===== src/tpp_pkg.sv =====
// Constants and types for the test point strap and debug port.
// Assumes one 25 MHz controller clock and an eight pin test point port.
package tpp_pkg;

  localparam int unsigned TPP_PINS       = 8;
  localparam int unsigned TPP_SRC_W      = 3;
  localparam int unsigned TPP_SYNC_LEN   = 3;

  // Strap field layout
  localparam int unsigned TPP_SCN_LSB    = 0;
  localparam int unsigned TPP_SCN_W      = 3;
  localparam int unsigned TPP_OPT_LSB    = 3;
  localparam int unsigned TPP_OPT_W      = 4;

  // Scenario patterns in the low strap bits
  localparam logic [TPP_SCN_W-1:0] TPP_SCN_QUIET  = 3'h0;
  localparam logic [TPP_SCN_W-1:0] TPP_SCN_CLKDBG = 3'h2;

  // Reset values
  localparam logic [TPP_PINS-1:0] TPP_STRAP_RST = 8'h00;
  localparam logic [TPP_PINS-1:0] TPP_PD_ALL    = 8'hFF;

  // Nominal rates of the forwarded core clocks, in kHz
  localparam int unsigned TPP_RATE_FAST_KHZ = 60000;
  localparam int unsigned TPP_RATE_HALF_KHZ = 30000;
  localparam int unsigned TPP_RATE_SLOW_KHZ = 7500;
  localparam int unsigned TPP_RATE_VMIN_KHZ = 700;
  localparam int unsigned TPP_RATE_VMAX_KHZ = 22500;

  // Source of one test point output
  typedef enum logic [TPP_SRC_W-1:0] {
    TPP_SRC_HIZ  = 3'h0,
    TPP_SRC_LOW  = 3'h1,
    TPP_SRC_HIGH = 3'h2,
    TPP_SRC_FAST = 3'h3,
    TPP_SRC_HALF = 3'h4,
    TPP_SRC_VAR  = 3'h5,
    TPP_SRC_SLOW = 3'h6
  } tpp_src_t;

  typedef tpp_src_t [TPP_PINS-1:0] tpp_sel_t;

  // Port state, one-hot
  typedef enum logic [1:0] {
    TPP_ST_HOLD = 2'h1,
    TPP_ST_RUN  = 2'h2
  } tpp_state_t;

endpackage


===== src/tpp_pin_if.sv =====
// Carrier between the port controller and the pin source mux.
// Assumes both ends sit in the controller clock domain.
`timescale 1ns/10ps
interface tpp_pin_if;
  import tpp_pkg::*;
  tpp_sel_t             sel;
  logic                 clk_fast;
  logic                 clk_half;
  logic                 clk_var;
  logic                 clk_slow;
  logic [TPP_PINS-1:0]  pin_lvl;

  modport ctrl (output sel, output clk_fast, output clk_half, output clk_var, output clk_slow, input pin_lvl);
  modport mux  (input sel, input clk_fast, input clk_half, input clk_var, input clk_slow, output pin_lvl);
endinterface


===== src/tpp_src_mux.sv =====
// Per pin source mux that forwards core clocks or fixed levels.
// Assumes the selection is registered upstream; clocks pass without a flop on purpose.
`timescale 1ns/10ps
module tpp_src_mux (
  // Carrier
  tpp_pin_if.mux  pif
);
  import tpp_pkg::*;

  function automatic logic tpp_level(input tpp_src_t src, input logic f, input logic h, input logic v,
                                     input logic s);
    case (src)
      TPP_SRC_HIGH: tpp_level = 1'b1;
      TPP_SRC_FAST: tpp_level = f;
      TPP_SRC_HALF: tpp_level = h;
      TPP_SRC_VAR:  tpp_level = v;
      TPP_SRC_SLOW: tpp_level = s;
      default:      tpp_level = 1'b0;
    endcase
  endfunction

  // A flop here would resample clocks faster than CLK, so the path stays combinational
  for (genvar g = 0; g < TPP_PINS; g++) begin : g_pin
    assign pif.pin_lvl[g] = tpp_level(pif.sel[g], pif.clk_fast, pif.clk_half, pif.clk_var, pif.clk_slow);
  end
endmodule


===== src/tpp_test_point_port.sv =====
// Test point port: straps captured at system reset release, then debug outputs.
// Assumes CLK is the 25 MHz controller clock and the core supplies the clocks to forward.
`timescale 1ns/10ps

// Functional notes
// - Pins are inputs in reset, outputs after unless selected hi-z
// - Capture straps at release, hold until reset
// - Sample only on reset low-to-high edge
// - Internal pull-down on every test point
// - Quiet pattern leaves all pins high impedance
// - Clock debug: pin0 fast, pin1 half clock
// - Clock debug: pin2 var, 3/5/6 high, 4 low, 7 slow
// - Strap selections are defaults, software may change
// - Straps 3 to 6 select mode option
module tpp_test_point_port #(
  parameter int unsigned N_PINS = tpp_pkg::TPP_PINS
) (
  // Clock, reset, enable
  input  wire logic                          CLK,
  input  wire logic                          RST,
  input  wire logic                          CE,
  // System reset pin, active low
  input  wire logic                          SYSTEM_RESET_N,
  // Test point pins
  input  wire logic [tpp_pkg::TPP_PINS-1:0]  TEST_POINT_PORT_I,
  output logic      [tpp_pkg::TPP_PINS-1:0]  TEST_POINT_PORT_O,
  output logic      [tpp_pkg::TPP_PINS-1:0]  TEST_POINT_PORT_OE,
  output logic      [tpp_pkg::TPP_PINS-1:0]  TEST_POINT_PORT_PD_EN,
  // Core clocks to forward
  input  wire logic                          CORE_CLK_FAST,
  input  wire logic                          CORE_CLK_HALF,
  input  wire logic                          CORE_CLK_VAR,
  input  wire logic                          CORE_CLK_SLOW,
  // Software selection
  input  wire logic                          SEL_WR,
  input  wire logic [tpp_pkg::TPP_PINS-1:0]  SEL_MASK,
  input  wire tpp_pkg::tpp_sel_t             SEL_CODE,
  // Captured configuration
  output logic      [tpp_pkg::TPP_OPT_W-1:0] MODE_OPT,
  output logic      [tpp_pkg::TPP_PINS-1:0]  STRAP_VALUE,
  output logic                               PORT_ACTIVE
);
  import tpp_pkg::*;

  if (N_PINS != TPP_PINS) begin : g_bad_pins
    $error("N_PINS must equal the strap width of the port");
  end

  typedef struct packed {
    tpp_state_t                            st;
    logic [TPP_SYNC_LEN-1:0]               rst_sh;
    logic [TPP_SYNC_LEN-1:0][TPP_PINS-1:0] pin_sh;
    logic [TPP_PINS-1:0]                   pin_agr;
    logic [TPP_PINS-1:0]                   strap;
    logic [TPP_PINS-1:0]                   ovr_mask;
    tpp_sel_t                              ovr_sel;
    tpp_sel_t                              sel;
    logic [TPP_PINS-1:0]                   oe;
  } tpp_regs_t;

  tpp_regs_t q_r;
  tpp_regs_t q_nxt;

  // Strap default for one pin
  function automatic tpp_src_t tpp_default(input logic [TPP_SCN_W-1:0] scn, input int unsigned pin);
    tpp_default = TPP_SRC_HIZ;
    if (scn == TPP_SCN_CLKDBG) begin
      case (pin)
        0:       tpp_default = TPP_SRC_FAST;
        1:       tpp_default = TPP_SRC_HALF;
        2:       tpp_default = TPP_SRC_VAR;
        4:       tpp_default = TPP_SRC_LOW;
        7:       tpp_default = TPP_SRC_SLOW;
        default: tpp_default = TPP_SRC_HIGH;
      endcase
    end
  endfunction

  logic rel_agree_hi;
  logic rel_agree_lo;

  always_comb begin
    q_nxt = q_r;
    rel_agree_hi = q_r.rst_sh[1] & q_r.rst_sh[2];
    rel_agree_lo = ~(q_r.rst_sh[1] | q_r.rst_sh[2]);
    // Three stage synchronisers; stage 0 feeds only stage 1
    q_nxt.rst_sh = {q_r.rst_sh[1:0], SYSTEM_RESET_N};
    q_nxt.pin_sh = {q_r.pin_sh[1:0], TEST_POINT_PORT_I};
    for (int i = 0; i < TPP_PINS; i++) begin
      if (q_r.pin_sh[1][i] == q_r.pin_sh[2][i]) begin
        q_nxt.pin_agr[i] = q_r.pin_sh[2][i];
      end
    end
    case (q_r.st)
      TPP_ST_HOLD: begin
        // Strap tracks the pins; the value at the release edge is the one kept
        q_nxt.strap    = q_nxt.pin_agr;
        q_nxt.ovr_mask = '0;
        // A write in the release edge is dropped: the port is still in hold here
        if (rel_agree_hi) begin
          q_nxt.st = TPP_ST_RUN;
        end
      end
      TPP_ST_RUN: begin
        // Strap frozen here; later pin changes wait for the next reset
        if (SEL_WR) begin
          for (int i = 0; i < TPP_PINS; i++) begin
            if (SEL_MASK[i]) begin
              q_nxt.ovr_sel[i] = SEL_CODE[i];
            end
          end
          q_nxt.ovr_mask = q_r.ovr_mask | SEL_MASK;
        end
        if (rel_agree_lo) begin
          q_nxt.st = TPP_ST_HOLD;
        end
      end
      default: q_nxt.st = TPP_ST_HOLD;
    endcase
    for (int i = 0; i < TPP_PINS; i++) begin
      q_nxt.sel[i] = q_nxt.ovr_mask[i] ? q_nxt.ovr_sel[i]
                   : tpp_default(q_nxt.strap[TPP_SCN_LSB +: TPP_SCN_W], i);
      // Drivers stay off during reset so straps can be read
      q_nxt.oe[i]  = (q_nxt.st == TPP_ST_RUN) && (q_nxt.sel[i] != TPP_SRC_HIZ);
    end
  end

  // Reset wins over a low clock enable
  always_ff @(posedge CLK) begin
    if (RST) begin
      q_r.st       <= TPP_ST_HOLD;
      q_r.rst_sh   <= '0;
      q_r.pin_sh   <= '0;
      q_r.pin_agr  <= TPP_STRAP_RST;
      q_r.strap    <= TPP_STRAP_RST;
      q_r.ovr_mask <= '0;
      q_r.ovr_sel  <= '{default: TPP_SRC_HIZ};
      q_r.sel      <= '{default: TPP_SRC_HIZ};
      q_r.oe       <= '0;
    end else if (CE) begin
      q_r <= q_nxt;
    end
  end

  tpp_pin_if pif ();

  assign pif.sel      = q_r.sel;
  assign pif.clk_fast = CORE_CLK_FAST;
  assign pif.clk_half = CORE_CLK_HALF;
  assign pif.clk_var  = CORE_CLK_VAR;
  assign pif.clk_slow = CORE_CLK_SLOW;

  tpp_src_mux u_mux (
    .pif (pif.mux)
  );

  assign TEST_POINT_PORT_O     = pif.pin_lvl;
  assign TEST_POINT_PORT_OE    = q_r.oe;
  // Pull-downs stay on always so an open pin reads zero; weak enough not to fight a driver
  assign TEST_POINT_PORT_PD_EN = TPP_PD_ALL;
  assign MODE_OPT              = q_r.strap[TPP_OPT_LSB +: TPP_OPT_W];
  assign STRAP_VALUE           = q_r.strap;
  assign PORT_ACTIVE           = (q_r.st == TPP_ST_RUN);
endmodule

===== config.mk =====
export PLATFORM = sky130hd
export DESIGN_NAME = tpp_test_point_port
export DESIGN_NICKNAME = d
export VERILOG_FILES = /design/src/tpp_pkg.sv /design/src/tpp_pin_if.sv /design/src/tpp_src_mux.sv /design/src/tpp_test_point_port.sv
export SDC_FILE = /design/constraint.sdc
export NUM_CORES = 1
export LEC_CHECK = 0
export BUFFER_PORTS_ARGS = -buffer_cell sky130_fd_sc_hd__buf_2
export CAP_MARGIN = 25
export CORE_MARGIN = 2
export CORE_UTILIZATION = 55
export CTS_CLUSTER_DIAMETER = 60
export DETAILED_ROUTE_END_ITERATION = 7
export GPL_ROUTABILITY_DRIVEN = 0
export PLACE_DENSITY = 0.85
export SYNTH_ARGS = -nofsm -noshare
export SYNTH_HDL_FRONTEND = slang
export SYNTH_SLANG_ARGS = --single-unit

===== constraint.sdc =====
create_clock -name CLK -period 5.68 [get_ports CLK]
set_clock_uncertainty 0.15 [all_clocks]
set_input_delay 0.852 -clock CLK [delete_from_list [all_inputs] [get_ports CLK]]
set_output_delay 0.852 -clock CLK [all_outputs]
set_load 0.1 [all_outputs]

==> results.py, run 1 <==
metrics = {
    "sta": {
        "slew_headroom": 0.3371,
        "rsz0062_at_grt": "false",
        "layout_setup_ws_ns": 2.489,
        "max_freq_mhz": 313.4,
        "hold_viol_final": 0,
        "worst_pin_slew_ns": 0.9943,
        "final_max_slew_viol_count": 0,
        "finalCritPeriodShare": 0.5618,
        "finalCriticalPeriod_ns": 3.191,
        "setup_viol": 0,
        "finalSetupTns_ns": 0,
    },
    "synth": {
        "synth_edf_count": 0,
        "ys_warn_count": 0,
        "synth_top_area_cell": "dfxtp_1",
        "synthSimpleGateAreaFrac": 0.1755,
        "netlist_area_sq_um": 5390,
        "synth_compound_area_frac": 0.1634,
        "syn_inst": 607,
        "synth_xor_xnor_area_share": 0,
        "synth_mux_area_frac": 0.1704,
        "synth_area_leaders": "dfxtp_1 (40%), mux2i_1 (14%), nor2_1 (5.5%)",
        "ys_seq_elements": 109,
        "synth_area_per_cell_sq_um": 8.880,
        "synthDistinctLibCells": 48,
        "synthFlopType": "dfxtp_1",
        "async_flop_share": 0,
        "synthAdderAreaFrac": 0.01091,
        "synth.top_cell.area_share": 0.4048,
        "synth_top_family_by_area": "simple AND/OR/NAND/NOR gates",
        "synth_seq_area_share": 0.4048,
    },
    "floorplanning": {
        "die-area_sq_um": 10610,
        "fp-row-count": 36,
        "dieWidth_um": 103.0,
        "io_pins": 86,
        "start_util": 0.5592,
        "core-area_sq_um": 9639,
        "dieHeight_um": 103.0,
    },
    "cells_and_area": {
        "drive_gt1_frac": 0.1847,
        "antenna_cells": 0,
        "syn2layout_area_growth_pct": 8.821,
        "final_cell_mix": "dfxtp_1 (109), nor2_1 (79), buf_2 (77)",
        "final_common_cell": "dfxtp_1",
        "layout.nets": 701,
        "final_util": 0.6085,
    },
    "cts": {
        "clkTransAtPathRegs_ns": 0.11,
        "holdBufCountCts": 0,
        "clock-sinks": 109,
        "cts_root_buf": "clkbuf_8",
        "ctsLongestPathBuffers": 2,
        "cts_tree": "done",
        "cts_resized": 0,
        "numCtsBuffers": 9,
        "htreeDepth": 3,
        "postCtsSetupRepairBufs": 0,
        "clock_latency_ns": 0.39,
    },
    "critical_path": {
        "worstPathMaxFanout": 23,
        "cp-start-kind": "flop",
        "cp_slowest_stage_delay_ns": 0.81,
        "critPathKind": "reg2out",
        "cp.arrival_ns": 2.19,
        "reg2reg_slack_ns": 2.84,
        "end_kind": "output port",
        "r2r_cells": 6,
        "worstPathCellList": "inv_1 -> ha_1 -> buf_2",
        "cpMaxStageDelayCell": "ha_1",
        "crit_required_ns": 4.68,
    },
    "drt": {
        "firstDrtPassIters": 5,
        "via_per_inst": 5.848,
        "drtAntennaViolNets": 0,
        "wl_per_cell_um": 16.09,
        "dr.first_iter.drc_count": 288,
        "vias": 4608,
        "wirelength_um": 12680,
        "drc": 0,
    },
    "global_route": {
        "grt_antenna_before_repair": 0,
        "grt_first_pass_wirelength_um": 20060,
        "track_usage": 0.2411,
        "grt_pass1_vias": 4202,
        "overflow": 0,
        "grt_max_degree": 95,
    },
    "status": {
        "status": "complete, no violations",
    },
    "hold_path": {
        "holdPathStages": 2,
        "hp-class": "reg2reg",
    },
    "pwr": {
        "leakage_nw": 2.646,
        "power_density_nw_per_um2": 246.5,
        "power.total_w": 0.001446,
        "ir_worst_vdd_uv": 107.6,
    },
    "place": {
        "place_hpwl_um": 8693,
        "port-buffer-count": 77,
        "place_ws_ns": 2.543,
    },
    "flow_run": {
        "drv_cap": 0,
    },
}
==> power by group <==
| group | total (W) | switching [W] | leakage, nW | internal (W) |
|---|---|---|---|---|
| Sequential | 0.000785 | 0.00000966 | 0.883 | 0.000776 |
| Clock | 0.000494 | 0.000283 | 0.105 | 0.000211 |
| Combinational | 0.000167 | 0.000126 | 1.66 | 0.0000408 |
| Total | 0.00145 | 0.000419 | 2.65 | 0.00103 |
==> final timing paths <==
kind / end / from
worst max-delay path: PORT_ACTIVE / q_r[107]
worst min-delay path: q_r[60] / q_r[60]
worst max register to register: pif.sel[22] / q_r[107]
worst min register to register: q_r[60] / q_r[60]
==> worst max-delay path: cells and delay by family, from the launching register on <==
family                     cells  cell delay (ns)
adders and majority gates      1             0.81
buffers and inverters          2             0.63
DFF                            1             0.36
==> synth_stat cells (all sizes together), types with 4 or more instances <==
cell,n
a21oi,42
nor2b,7
buf,36
nand3b,7
nor3,28
o32ai,6
o22ai,7
a21o,11
a2bb2oi,10
a211o,5
clkbuf,19
o311ai,7
mux2,14
nor2,80
a211oi,5
nand3,11
nand2,33
dfxtp,109
and2,4
nand4,15
inv,17
mux2i,76
o21ai,30
==> layer usage <==
metal  GRT usage  routed length, um
met4      0.1053                314
met5           0                  0
met2      0.3911               6100
met1      0.3180               5508
met3     0.03864                757
==> final cells by class <==
type	instances	area, sq um
clock buffer	9	123.9
clock inverter	7	78.83
fill	839	3774
inverter	19	72.57
multi-input combinational	431	2834
sequential	109	2182
tap	133	166.4
timing repair buffer	80	407.9
==> cell families after synthesis <==
family / count (synthesis)
other cells: 1
fa+ha+maj: 5
simple gates: 194
compound gates: 134
flops: 109
mux: 90
buf+inv: 74
==> through the flow <==
stage,instance area (sq um),hold WS (ns),cells
after floorplan,5416,0.2838,614
after global placement,5663,0.3017,772
after detailed placement,5663,0.3057,772
after CTS,5866,0.3222,788
after global routing,5866,0.3489,788
final,5866,0.3226,788
==> state kept, by name, summed over array words and instances (netlist names) <==
name	flops
q_r	51
pif.sel	24
q_nxt	18
STRAP_VALUE	8
TEST_POINT_PORT_OE	8
No activity file was read; power rests on OpenSTA's default activity.
==> run 2: changes to the inputs <==
- clock period: 5.68 -> 3.1 ns (I/O delays scaled with it)
==> results.py, run 2 (same netlist as run 1, synthesis figures left out) <==
metrics = {
    "cts": {
        "cts_tree": "done",
        "numCtsBuffers": 9,
        "clock-sinks": 109,
        "htreeDepth": 3,
        "cts_root_buf": "clkbuf_8",
        "postCtsSetupRepairBufs": 0,
        "holdBufCountCts": 0,
        "cts_resized": 0,
        "ctsLongestPathBuffers": 2,
        "clock_latency_ns": 0.39,
        "clkTransAtPathRegs_ns": 0.11,
    },
    "drt": {
        "wirelength_um": 12680,
        "dr.first_iter.drc_count": 331,
        "drtAntennaViolNets": 0,
        "firstDrtPassIters": 5,
        "drc": 0,
        "via_per_inst": 5.828,
        "wl_per_cell_um": 16.03,
        "vias": 4610,
    },
    "floorplanning": {
        "die-area_sq_um": 10610,
        "fp-row-count": 36,
        "start_util": 0.5592,
        "core-area_sq_um": 9639,
        "dieWidth_um": 103.0,
        "dieHeight_um": 103.0,
        "io_pins": 86,
    },
    "critical_path": {
        "cpMaxStageDelayCell": "nor2_1",
        "cp_slowest_stage_delay_ns": 0.67,
        "cp.arrival_ns": 2.74,
        "crit_required_ns": 3.20,
        "worstPathCellList": "inv_1 -> ha_1 -> nor2_1 -> a21oi_1 -> nor3_1 -> o32ai_1",
        "cp-start-kind": "flop",
        "critPathKind": "reg2reg",
        "worstPathMaxFanout": 18,
        "end_kind": "flop",
    },
    "pwr": {
        "power.total_w": 0.002591,
        "leakage_nw": 2.655,
        "ir_worst_vdd_uv": 232.5,
        "power_density_nw_per_um2": 440.6,
    },
    "sta": {
        "setup_viol": 0,
        "final_max_slew_viol_count": 0,
        "finalCritPeriodShare": 0.8520,
        "finalCriticalPeriod_ns": 2.641,
        "rsz0062_at_grt": "false",
        "hold_viol_final": 0,
        "slew_headroom": 0.4748,
        "finalSetupTns_ns": 0,
        "max_freq_mhz": 378.6,
        "worst_pin_slew_ns": 0.7878,
    },
    "cells_and_area": {
        "final_cell_mix": "dfxtp_1 (109), nor2_1 (79), buf_2 (77)",
        "top_register": "q_r",
        "design_area_sq_um": 5879,
        "layout.nets": 704,
        "largest_reg_flops": 51,
        "antenna_cells": 0,
        "syn2layout_area_growth_pct": 9.076,
        "final_util": 0.6099,
        "fin_cells": 791,
        "drive_gt1_frac": 0.1900,
        "final_common_cell": "dfxtp_1",
    },
    "hold_path": {
        "hp-class": "in2reg",
    },
    "global_route": {
        "track_usage": 0.2434,
        "grt_antenna_before_repair": 0,
        "overflow": 0,
        "grt_first_pass_wirelength_um": 20150,
        "grt_max_degree": 80,
        "grt_pass1_vias": 4208,
    },
    "place": {
        "place_hpwl_um": 8905,
        "place_area_sq_um": 5690,
        "placed_cells": 775,
        "port-buffer-count": 77,
    },
    "status": {
        "status": "complete, no violations",
    },
    "flow_run": {
        "drv_cap": 0,
    },
}
## run 2: cell types whose count changed in the layout (fill, tap and decap cells not counted)
cell / previous run / this run
inv_8: 0 / 2
clkinv_2: 2 / 1
o21ai_1: 0 / 6
o21ai_0: 30 / 24
clkinv_4: 1 / 3
clkinvlp_4: 0 / 1
buf_4: 3 / 6
o31ai_1: 1 / 0
o31ai_2: 0 / 1
bufinv_16: 1 / 0
inv_6: 4 / 1
## run 2: worst paths after layout
kind                                            from     endpoint  slack, ns  cells past startpoint
worst max register to register              q_r[107]  pif.sel[22]       0.46                      6
worst min register to register               q_r[62]      q_r[62]       0.32                      2
worst min-delay path            TEST_POINT_PORT_I[5]    q_nxt[93]       0.15                      3
worst max-delay path                        q_r[107]  pif.sel[22]       0.46                      6
## run 2: area by class of cell
cell class	instances	area [sq um]
Fill cell	828	3760
Multi-Input combinational cell	431	2839
Tap cell	133	166.4
Timing Repair Buffer	83	430.4
Clock buffer	9	123.9
Clock inverter	7	65.06
Inverter	19	72.57
Sequential cell	109	2182
## run 2: power breakdown
group          internal, W  switching, W  leakage, nW
Clock             0.000311      0.000532       0.0938
Sequential         0.00142     0.0000186        0.883
Combinational    0.0000761      0.000232         1.68
Total              0.00181      0.000783         2.65
## run 2: metal layers
metal / vias to the layer above / GRT usage / part of all wire
li1: 2242 / - / -
met1: 2156 / 0.3200 / 0.43
met2: 187 / 0.3981 / 0.48
met3: 25 / 0.04475 / 0.064
met4: 0 / 0.09413 / 0.024
met5: - / 0 / 0
## run 2: critical path: cells and delay by family, from the launching register on
family	cells	cell delay [ns]
compound gates	2	0.42
fa+ha+maj	1	0.44
buf+inv	1	0.06
flops	1	0.40
simple gates	2	1.02
## run 2: stage by stage
step	hold slack (ns)	setup slack, ns
2_1_floorplan	0.2838	0.2599
3_3_place_gp	0.3027	0.6568
3_5_place_dp	0.3087	0.5633
4_1_cts	0.1516	0.4996
5_1_grt	0.1610	0.1880
6_report	0.1518	0.4588
==> run 3: changes to the inputs <==
- RECOVER_POWER: not set -> 50
- SKIP_CTS_REPAIR_TIMING: not set -> 1
==> results.py, run 3 (same netlist as run 1, synthesis figures left out) <==
metrics = {
    "status": {
        "status": "finished, violations left",
        "violations": "capacitance limit, slew limit",
    },
    "cells_and_area": {
        "regArea_sq_um": 2182,
        "largest_reg_flops": 51,
        "layout.nets": 704,
        "multi_input_area_sq_um": 2839,
        "top_register": "q_r",
        "final_common_cell": "dfxtp_1",
        "drive_gt1_frac": 0.1581,
        "final.fill_count": 840,
        "syn2layout_area_growth_pct": 8.496,
        "final_cell_mix": "dfxtp_1 (109), nor2_1 (79), mux2i_1 (76)",
        "final_util": 0.6067,
        "antenna_cells": 0,
    },
    "floorplanning": {
        "io_pins": 86,
        "dieWidth_um": 103.0,
        "core-area_sq_um": 9639,
        "die-area_sq_um": 10610,
        "start_util": 0.5592,
        "fp-row-count": 36,
        "dieHeight_um": 103.0,
    },
    "drt": {
        "wirelength_um": 12740,
        "via_per_inst": 5.786,
        "drc": 0,
        "drtAntennaViolNets": 0,
        "wl_per_cell_um": 16.11,
        "vias": 4577,
        "firstDrtPassIters": 5,
        "dr.first_iter.drc_count": 371,
    },
    "sta": {
        "rsz0062_at_grt": "false",
        "max_freq_mhz": 357.5,
        "setup_viol": 0,
        "layout_setup_ws_ns": 0.3031,
        "finalCriticalPeriod_ns": 2.797,
        "worst_pin_slew_ns": 1.532,
        "slew_headroom": -0.02134,
        "final_max_slew_viol_count": 80,
        "finalCritPeriodShare": 0.9022,
        "hold_viol_final": 0,
        "hold_slack_ns": 0.1547,
        "finalSetupTns_ns": 0,
    },
    "pwr": {
        "leakage_nw": 2.567,
        "power_density_nw_per_um2": 443.1,
        "ir_worst_vdd_uv": 232.3,
        "power.total_w": 0.002591,
    },
    "global_route": {
        "track_usage": 0.2434,
        "grt_antenna_before_repair": 0,
        "grt_max_degree": 80,
        "grt_pass1_vias": 4208,
        "grt_first_pass_wirelength_um": 20150,
        "overflow": 0,
    },
    "cts": {
        "clock-sinks": 109,
        "clkTransAtPathRegs_ns": 0.11,
        "numCtsBuffers": 9,
        "htreeDepth": 3,
        "cts_tree": "done",
        "ctsLongestPathBuffers": 2,
        "cts_root_buf": "clkbuf_8",
        "clock_latency_ns": 0.39,
    },
    "place": {
        "place_hpwl_um": 8905,
        "place_ws_ns": 0.5633,
        "port-buffer-count": 77,
    },
    "hold_path": {
        "holdPathStages": 3,
        "hp-class": "in2reg",
    },
    "critical_path": {
        "cpMaxStageDelayCell": "clkbuf_2",
        "worstPathMaxFanout": 79,
        "cp.arrival_ns": 2.85,
        "cp-start-kind": "primary input",
        "critPathKind": "in2reg",
        "r2r_cells": 6,
        "cp_slowest_stage_delay_ns": 1.28,
        "end_kind": "flop",
        "crit_required_ns": 3.15,
        "reg2reg_slack_ns": 0.42,
        "worstPathCellList": "buf_2 -> clkbuf_1 -> clkbuf_2 -> nor3_1",
    },
    "flow_run": {
        "drv_cap": 1,
    },
}
run 3: cell types whose count changed in the layout (fill, tap and decap cells not counted):
| cell | previous run | this run |
|---|---|---|
| buf_4 | 6 | 4 |
| clkbuf_1 | 0 | 21 |
| clkbuf_2 | 0 | 1 |
| buf_2 | 77 | 57 |
run 3: per-stage QoR:
step | area (sq um) | instances
2_1_floorplan | 5421 | 614
3_3_place_gp | 5690 | 775
3_5_place_dp | 5690 | 775
4_1_cts | 5879 | 791
5_1_grt | 5848 | 791
6_report | 5848 | 791
run 3: worst paths after layout:
kind / from / to
max: RST / pif.sel[19]
min: TEST_POINT_PORT_I[5] / q_nxt[93]
max reg2reg: q_r[107] / pif.sel[22]
min reg2reg: q_r[62] / q_r[62]
run 3: cell type report:
class / count / area share
multi-input combinational: 431 / 0.4855
sequential: 109 / 0.3731
timing repair buffer: 83 / 0.06825
tap: 133 / 0.02846
clock buffer: 9 / 0.02118
inverter: 19 / 0.01241
clock inverter: 7 / 0.01113
run 3: layer usage:
metal	GRT usage	part of all wire
met5	0	0
met4	0.09413	0.028
met3	0.04475	0.060
met2	0.3981	0.47
met1	0.3200	0.44
run 3: worst max-delay path, delay by kind of cell:
family	cells	cell delay, ns
buffers and inverters	3	2.22
AND/OR/NAND/NOR	1	0.16
run 3: report_power, final:
part / leakage [nW] / total, W / switching [W] / internal [W]
clock network: 0.0938 / 0.000846 / 0.000535 / 0.000311
logic: 1.59 / 0.000306 / 0.000232 / 0.0000731
registers: 0.883 / 0.00144 / 0.0000186 / 0.00142
